===== src/rtl/xpsd_params.svh =====
`ifndef XPSD_PARAMS_SVH
`define XPSD_PARAMS_SVH

// selection register location in the extended function register area
`define XPSD_SEL_ADDR        24'h00_F024
`define XPSD_SEL_SHORT       8'h12
`define XPSD_SEL_RESET       16'h0005
`define XPSD_SEL_MASK        16'h001F

// selection register field positions
`define XPSD_BIT_NET1        0
`define XPSD_BIT_NET2        1
`define XPSD_BIT_EXTENSION_RAM        2
`define XPSD_BIT_MISC        3
`define XPSD_BIT_PWM         4

// address windows, inclusive bounds
`define XPSD_INTERNAL_DUAL_PORT_RAM_LO         24'h00_F600
`define XPSD_INTERNAL_DUAL_PORT_RAM_HI         24'h00_FDFF
`define XPSD_EXTENSION_RAM_LO         24'h00_8000
`define XPSD_EXTENSION_RAM_HI         24'h00_BFFF
`define XPSD_NET1_LO         24'h00_EF00
`define XPSD_NET1_HI         24'h00_EFFF
`define XPSD_NET2_LO         24'h00_EE00
`define XPSD_NET2_HI         24'h00_EEFF
`define XPSD_PWM_LO          24'h00_EC00
`define XPSD_PWM_HI          24'h00_ECFF
`define XPSD_MISC_LO         24'h00_C000
`define XPSD_MISC_HI         24'h00_C3FF
`define XPSD_SFR_LO          24'h00_FE00
`define XPSD_SFR_HI          24'h00_FFFF
`define XPSD_EXTENDED_FUNCTION_REG_AREA_LO         24'h00_F000
`define XPSD_EXTENDED_FUNCTION_REG_AREA_HI         24'h00_F1FF

// register bank: 16 words, low eight split in byte halves
`define XPSD_GPR_WORDS       16
`define XPSD_GPR_BYTE_REGS   8

// slow peripheral access time and the cpu clock it is quoted at
`define XPSD_SLOW_ACCESS_NS  100
`define XPSD_CPU_MHZ         40
`define XPSD_CPU_PERIOD_NS   25
`define XPSD_SLOW_WAITS      ((`XPSD_SLOW_ACCESS_NS / `XPSD_CPU_PERIOD_NS) - 2)
`define XPSD_FAST_WAITS      0

// segment address lines on the fourth port
`define XPSD_SEG_LINES_FULL  8
`define XPSD_SEG_LINES_NET   4

`endif


===== src/rtl/xpsd_pkg.sv =====
package xpsd_pkg;

  // where a cpu access ends up
  typedef enum logic [2:0] {
    XPSD_TGT_EXT,
    XPSD_TGT_INTERNAL_DUAL_PORT_RAM,
    XPSD_TGT_EXTENSION_RAM,
    XPSD_TGT_NET1,
    XPSD_TGT_NET2,
    XPSD_TGT_PWM,
    XPSD_TGT_MISC,
    XPSD_TGT_SFR
  } xpsd_tgt_t;

  // cpu request carried into the decoder
  typedef struct packed {
    logic        valid;
    logic        write;
    logic        byte_acc;
    logic [23:0] addr;
    logic [15:0] wdata;
  } xpsd_req_t;

  // routed access with its bus cycle shape
  typedef struct packed {
    logic        valid;
    xpsd_tgt_t   target;
    logic        demux16;
    logic [1:0]  waits;
    logic        rw_delay;
    logic        tristate_wait;
    logic        bit_addr_ok;
    logic        stack_ok;
  } xpsd_route_t;

  // enables as seen by the rest of the chip
  typedef struct packed {
    logic pwm;
    logic misc;
    logic extension_ram;
    logic net2;
    logic net1;
  } xpsd_en_t;

endpackage : xpsd_pkg


===== src/rtl/xpsd_decoder.sv =====
`timescale 1ns/100ps

`include "xpsd_params.svh"

module xpsd_decoder
  import xpsd_pkg::*;
#(
  parameter int unsigned ADDR_W = 24
) (
  // clock, reset, enable
  input  wire logic             i_clk,
  input  wire logic             i_rstn,
  input  wire logic             i_ce,
  // cpu access request
  input  wire xpsd_req_t        i_req,
  // global enable bit of the system configuration register
  input  wire logic             i_global_periph_bus_enable,
  // routed access and its cycle shape
  output logic                  o_route_valid,
  output xpsd_route_t           o_route,
  output logic [ADDR_W-1:0]     o_route_addr,
  output logic                  o_sel_hit,
  output logic [15:0]           o_sel_rdata,
  // visible peripherals and pin ownership
  output xpsd_en_t              o_active,
  output logic [3:0]            o_port4_gpio_free,
  output logic [3:0]            o_seg_lines
);

  // address window test, used for every range
  function automatic logic in_range(input logic [23:0] a, input logic [23:0] lo,
                                    input logic [23:0] hi);
    in_range = (a >= lo) && (a <= hi);
  endfunction : in_range

  // raw selection bits as fields
  function automatic xpsd_en_t sel_fields(input logic [15:0] s);
    xpsd_en_t e;
    e.net1 = s[`XPSD_BIT_NET1];
    e.net2 = s[`XPSD_BIT_NET2];
    e.extension_ram = s[`XPSD_BIT_EXTENSION_RAM];
    e.misc = s[`XPSD_BIT_MISC];
    e.pwm  = s[`XPSD_BIT_PWM];
    sel_fields = e;
  endfunction : sel_fields

  // global enable is a level from the same clock domain; no synchroniser needed
  logic [15:0] peripheral_selection_reg_q, peripheral_selection_reg_d;
  logic        lock_q, lock_d;
  xpsd_en_t    act;
  logic        sel_wr;

  assign sel_wr = i_req.valid && i_req.write && (i_req.addr == `XPSD_SEL_ADDR);

  // selection register next value; frozen once the global enable is seen
  always_comb begin
    peripheral_selection_reg_d = peripheral_selection_reg_q;
    lock_d                     = lock_q | i_global_periph_bus_enable;
    if (sel_wr && !lock_q && !i_global_periph_bus_enable) begin
      if (i_req.byte_acc) begin
        // only the low byte lane carries any implemented bits
        if (!i_req.addr[0]) begin
          peripheral_selection_reg_d = {8'h00, i_req.wdata[7:0]} & `XPSD_SEL_MASK;
        end
      end else begin
        peripheral_selection_reg_d = i_req.wdata & `XPSD_SEL_MASK;
      end
    end
  end

  // lock stays set until device reset; software cannot undo it
  always_ff @(posedge i_clk or negedge i_rstn) begin
    if (!i_rstn) begin
      peripheral_selection_reg_q <= `XPSD_SEL_RESET;
      lock_q                     <= 1'b0;
    end else if (i_ce) begin
      peripheral_selection_reg_q <= peripheral_selection_reg_d;
      lock_q                     <= lock_d;
    end
  end

  // a peripheral exists only if chosen and the global enable has set the lock
  always_comb begin
    act = sel_fields(peripheral_selection_reg_q) & {5{lock_q}};
  end

  // route decode, next values
  xpsd_route_t       route_d, route_q;
  logic [ADDR_W-1:0] addr_d, addr_q;
  logic              hit_d, hit_q;
  logic [15:0]       rdata_d, rdata_q;

  always_comb begin
    route_d               = '0;
    route_d.valid         = i_req.valid;
    route_d.target        = XPSD_TGT_EXT;
    route_d.demux16       = 1'b0;
    route_d.waits         = 2'(`XPSD_FAST_WAITS);
    route_d.rw_delay      = 1'b0;
    route_d.tristate_wait = 1'b0;
    route_d.bit_addr_ok   = 1'b0;
    route_d.stack_ok      = 1'b0;
    addr_d                = i_req.addr[ADDR_W-1:0];
    hit_d                 = i_req.valid && (i_req.addr == `XPSD_SEL_ADDR);
    rdata_d               = peripheral_selection_reg_q & `XPSD_SEL_MASK;
    if (in_range(i_req.addr, `XPSD_INTERNAL_DUAL_PORT_RAM_LO, `XPSD_INTERNAL_DUAL_PORT_RAM_HI)) begin
      // holds stack and the sixteen-word register bank
      route_d.target      = XPSD_TGT_INTERNAL_DUAL_PORT_RAM;
      route_d.bit_addr_ok = 1'b1;
      route_d.stack_ok    = 1'b1;
    end else if (in_range(i_req.addr, `XPSD_SFR_LO, `XPSD_SFR_HI) ||
                 in_range(i_req.addr, `XPSD_EXTENDED_FUNCTION_REG_AREA_LO, `XPSD_EXTENDED_FUNCTION_REG_AREA_HI)) begin
      route_d.target = XPSD_TGT_SFR;
    end else if (in_range(i_req.addr, `XPSD_EXTENSION_RAM_LO, `XPSD_EXTENSION_RAM_HI) && act.extension_ram) begin
      route_d.target  = XPSD_TGT_EXTENSION_RAM;
      route_d.demux16 = 1'b1;
      route_d.waits   = 2'(`XPSD_FAST_WAITS);
      route_d.bit_addr_ok = 1'b0;
      route_d.stack_ok    = 1'b0;
    end else if (in_range(i_req.addr, `XPSD_NET1_LO, `XPSD_NET1_HI) && act.net1) begin
      route_d.target  = XPSD_TGT_NET1;
      route_d.demux16 = 1'b1;
      route_d.waits   = 2'(`XPSD_SLOW_WAITS);
    end else if (in_range(i_req.addr, `XPSD_NET2_LO, `XPSD_NET2_HI) && act.net2) begin
      route_d.target  = XPSD_TGT_NET2;
      route_d.demux16 = 1'b1;
      route_d.waits   = 2'(`XPSD_SLOW_WAITS);
    end else if (in_range(i_req.addr, `XPSD_PWM_LO, `XPSD_PWM_HI) && act.pwm) begin
      route_d.target  = XPSD_TGT_PWM;
      route_d.demux16 = 1'b1;
      route_d.waits   = 2'(`XPSD_SLOW_WAITS);
    end else if (in_range(i_req.addr, `XPSD_MISC_LO, `XPSD_MISC_HI) && act.misc) begin
      route_d.target  = XPSD_TGT_MISC;
      route_d.demux16 = 1'b1;
      route_d.waits   = 2'(`XPSD_FAST_WAITS);
    end else if (in_range(i_req.addr, `XPSD_PWM_LO, `XPSD_NET1_HI) &&
                 (act.net1 || act.net2 || act.pwm)) begin
      // gaps in the peripheral window stay claimed while any of them lives
      route_d.target = XPSD_TGT_SFR;
    end else begin
      // disabled ranges not claimed by the gap branch above fall through to the external interface
      route_d.target = XPSD_TGT_EXT;
    end
  end

  // registered answer: one cycle after the request
  always_ff @(posedge i_clk or negedge i_rstn) begin
    if (!i_rstn) begin
      route_q <= '0;
      addr_q  <= '0;
      hit_q   <= 1'b0;
      rdata_q <= 16'h0000;
    end else if (i_ce) begin
      route_q <= route_d;
      addr_q  <= addr_d;
      hit_q   <= hit_d;
      rdata_q <= rdata_d;
    end
  end

  // pin ownership: p4.4..p4.7 as bits 0..3
  logic [3:0] gpio_d, gpio_q;
  logic [3:0] seg_d, seg_q;

  always_comb begin
    gpio_d    = 4'hF;
    gpio_d[1] = !act.net1;
    gpio_d[2] = !act.net1;
    gpio_d[0] = !act.net2;
    gpio_d[3] = !act.net2;
    seg_d     = (act.net1 || act.net2) ? 4'(`XPSD_SEG_LINES_NET) : 4'(`XPSD_SEG_LINES_FULL);
  end

  always_ff @(posedge i_clk or negedge i_rstn) begin
    if (!i_rstn) begin
      gpio_q <= 4'hF;
      seg_q  <= 4'(`XPSD_SEG_LINES_FULL);
    end else if (i_ce) begin
      gpio_q <= gpio_d;
      seg_q  <= seg_d;
    end
  end

  // outputs
  assign o_route_valid     = route_q.valid;
  assign o_route           = route_q;
  assign o_route_addr      = addr_q;
  assign o_sel_hit         = hit_q;
  assign o_sel_rdata       = rdata_q;
  assign o_active          = act;
  assign o_port4_gpio_free = gpio_q;
  assign o_seg_lines       = seg_q;

endmodule : xpsd_decoder


===== config.mk =====
export PLATFORM = sky130hd
export DESIGN_NAME = xpsd_decoder
export DESIGN_NICKNAME = d
export VERILOG_FILES = /design/src/rtl/xpsd_pkg.sv /design/src/rtl/xpsd_decoder.sv
export VERILOG_INCLUDE_DIRS = /design/src /design/src/rtl
export SDC_FILE = /design/constraint.sdc
export NUM_CORES = 1
export LEC_CHECK = 0
export ABC_AREA = 1
export ABC_CLOCK_PERIOD_IN_PS = 3630
export BUFFER_PORTS_ARGS = -buffer_cell sky130_fd_sc_hd__buf_2
export CAP_MARGIN = 30
export CELL_PAD_IN_SITES_DETAIL_PLACEMENT = 1
export CELL_PAD_IN_SITES_GLOBAL_PLACEMENT = 2
export CORE_MARGIN = 1.5
export CORE_UTILIZATION = 26
export CTS_CLUSTER_SIZE = 30
export DETAILED_ROUTE_END_ITERATION = 16
export PLACE_DENSITY = 0.91
export SYNTH_ARGS = -nofsm -noshare
export SYNTH_HDL_FRONTEND = slang
export SYNTH_SLANG_ARGS = --single-unit

===== constraint.sdc =====
create_clock -name i_clk -period 3.63 [get_ports i_clk]
set_input_delay 0.363 -clock i_clk [delete_from_list [all_inputs] [get_ports i_clk]]
set_output_delay 0.363 -clock i_clk [all_outputs]
set_load 0.005 [all_outputs]

==> impl_metrics.tcl <==
set metrics [dict create \
    status "complete, no violations" \
    areaGrowthSynthToFinish_pct 25.4 \
    die_w_um 98.0 \
    syn_area_per_cell_sq_um 7.88 \
    cp_slowest_cell "dfstp_2" \
    worstMarginPinSlew_ns 0.603 \
    crit_path_max_incr_delay_ns 0.56 \
    cts.path.max_buffers 2 \
    cts-buffers-inserted 5 \
    grt_max_degree 35 \
    first_pass_iters 4 \
    antenna_cells_inserted 0 \
    cp_top_family "flip-flops" \
    vias 2162 \
    p_leak_nw 1.80 \
    dp_cells 481 \
    via_per_inst 4.41 \
    final.setup.tns_ns 0 \
    num_rows 34 \
    slew_headroom_pct 59.6 \
    wl_per_cell_um 13.5 \
    critPathBufInv 2 \
    dp_hpwl_mm 5.24 \
    clock_latency_ns 0.30 \
    grt_antenna_before_repair 0 \
    rsz0062_at_grt "no" \
    start_kind "flip-flop" \
    clock.fmax_mhz 613 \
    post-cts-setup-buffer-count 0 \
    route.detailed.drc 0 \
    cts_tree "yes" \
    crit_path_max_fanout 4 \
    cts.sinks 47 \
    yosys_warnings 0 \
    required_ns 3.27 \
    syn_inst 298 \
    grt_use_total_pct 14.1 \
    die_area_sq_um 9610 \
    syn_area_sq_um 2350 \
    numPortBuffers 85 \
    yosysSeqAreaShare_pct 50.4 \
    grt_overflow 0 \
    drive_gt1_share_pct 29.1 \
    fin_crit_ns 1.63 \
    io-pin-count 113 \
    root_buffer "clkbuf_8" \
    p_total_w 0.00111 \
    drtIter0Drc 69 \
    final_cells 490 \
    critPathCaptureType "primary output" \
    htree_levels 2 \
    ant_nets 0 \
    start_util_pct 26.9 \
    grt_pass1_wl_mm 10.8 \
    nets 428 \
    hold_ws_ns 0.268 \
    fillCellCount 1079 \
    cts_resized 0 \
    ys_types 28 \
    p_per_area_nw_per_um2 378 \
    criticalPathCategory "reg -> out" \
    design.core.area_sq_um 8720 \
    gp_congestion 0.807 \
    finClkSkew_ns 0.0105 \
    finalHoldViolCount 0 \
    grt_pass1_vias 2111 \
    cap_violations 0 \
    finalSetupViolations 0 \
    cts_hold_repair.buffers 1 \
    dieHeight_um 98.0 \
    fin_crit_sh_pct 44.9 \
    finalWirelength_mm 6.63 \
    hp-class "in -> reg" \
    post-place-ws_ns 1.84 \
    synth_seq_cells 47 \
    path_clk_slew_ns 0.10 \
    worst_ep_arrival_time_ns 1.27 \
    drv_slew 0 \
    peakVddDrop_uv 222 \
    crit_path_cell_trace "nand2_1 -> inv_1 -> buf_2" \
    layout_setup_ws_ns 2.00 \
]
[worst register-to-register path, delay by kind of cell, from the launching register on]
kind,cells,cell delay [ns]
flops,1,0.45
simple gates,4,0.32
buf+inv,1,0.10
compound gates,1,0.42
[sequential cells by signal, indices dropped and copies added (netlist names)]
register                    cells
peripheral_selection_reg_q      5
o_sel_hit                       1
o_sel_rdata                     5
o_route                         6
o_seg_lines                     2
lock_q                          1
o_route_addr                   24
o_port4_gpio_free               2
o_route_valid                   1
[placed cells by master (no fill, tap or decap), drive strengths merged]
cell type / netlist / layout
a21o: 1 / 1
a21oi: 4 / 4
a31oi: 1 / 1
buf: 21 / 88
bufinv: 0 / 1
clkbuf: 7 / 5
clkinv: 2 / 3
conb: 1 / 16
dfrtp: 42 / 42
dfstp: 5 / 5
dlygate4sd3: 0 / 1
inv: 19 / 20
nand2: 139 / 139
nand3: 15 / 15
nand4: 7 / 7
nor2: 16 / 16
nor3: 4 / 4
nor4: 1 / 1
nor4b: 1 / 1
o211ai: 1 / 1
o21a: 1 / 1
o21ai: 10 / 10
[power by group]
group / leakage [nW] / internal (W) / switching (W)
logic: 1.15 / 0.0000570 / 0.0000864
registers: 0.585 / 0.000554 / 0.0000158
clock network: 0.0587 / 0.000209 / 0.000189
[kinds of logic (layout without fill, tap and decap cells)]
| logic type | after synthesis | count (layout) | synth area share (%) |
|---|---|---|---|
| buffers and inverters | 49 | 118 | 11.3 |
| other | 1 | 16 | 0.160 |
| flip-flops | 47 | 47 | 50.4 |
| AO/OA/AOI/OAI | 18 | 18 | 4.26 |
| AND/OR/NAND/NOR | 183 | 183 | 33.9 |
[stage by stage]
step	util (%)	cell area, sq um
finish	33.8	2940
CTS	33.8	2940
global placement	32.1	2800
global route	33.8	2940
detailed placement	32.3	2820
floorplan	-	2400
[synthesized netlist by cell type]
cell / number / area share, %
nor3_4: 1 / 0.69
inv_1: 18 / 2.9
nand3_1: 15 / 3.2
clkinv_4: 1 / 0.37
nor4b_1: 1 / 0.37
nand2_1: 135 / 22
nor2_1: 14 / 2.2
o211ai_1: 1 / 0.32
nor2_8: 1 / 0.85
nor4_1: 1 / 0.27
nor3_1: 3 / 0.64
a31oi_1: 1 / 0.27
nand4_1: 7 / 1.9
o21ai_0: 10 / 2.1
buf_4: 20 / 6.4
inv_2: 1 / 0.16
dfrtp_1: 42 / 45
clkinv_1: 1 / 0.16
nor2_4: 1 / 0.48
conb_1: 1 / 0.16
clkbuf_1: 7 / 1.1
dfstp_2: 5 / 5.6
a21oi_1: 4 / 0.85
buf_2: 1 / 0.21
nand2_4: 3 / 1.4
o21a_1: 1 / 0.32
nand2_2: 1 / 0.27
a21o_2: 1 / 0.37
[final cells by class]
type                            count  area, sq um  area share, %
Sequential cell                    47         1180           40.2
Multi-Input combinational cell    217          956           32.5
Timing Repair Buffer               89          470           16.0
Tap cell                          108          135           4.59
Inverter                           21         83.8           2.85
Clock buffer                        5         68.8           2.34
Clock inverter                      3         47.5           1.61
[worst paths after layout]
kind | depth (start not counted) | slack (ns) | startpoint | end
min reg2reg | 2 | 0.47 | o_route_addr[9]$_DFFE_PN0P_ | o_route_addr[9]$_DFFE_PN0P_
max in group asynchronous | 3 | 2.55 | i_rstn | o_port4_gpio_free[0]$_DFFE_PN1P_
max reg2reg | 6 | 2.25 | lock_q$_DFFE_PN0P_ | peripheral_selection_reg_q[1]$_DFFE_PN0P_
max | 3 | 2.00 | peripheral_selection_reg_q[0]$_DFFE_PN1P_ | o_active[0]
min | 3 | 0.27 | i_req[2] | peripheral_selection_reg_q[2]$_DFFE_PN1P_
min in group asynchronous | 2 | 0.50 | i_rstn | o_route_addr[21]$_DFFE_PN0P_
[metal layers]
metal  global-route usage, %  vias up  share of wire [%]
met2                    23.2       63                 47
met4                    2.97        0               0.45
met5                       0        -                  0
met3                    2.93        2                5.2
li1                        -     1063                  -
met1                    19.2     1034                 47
(Power assumes the default switching activity.)
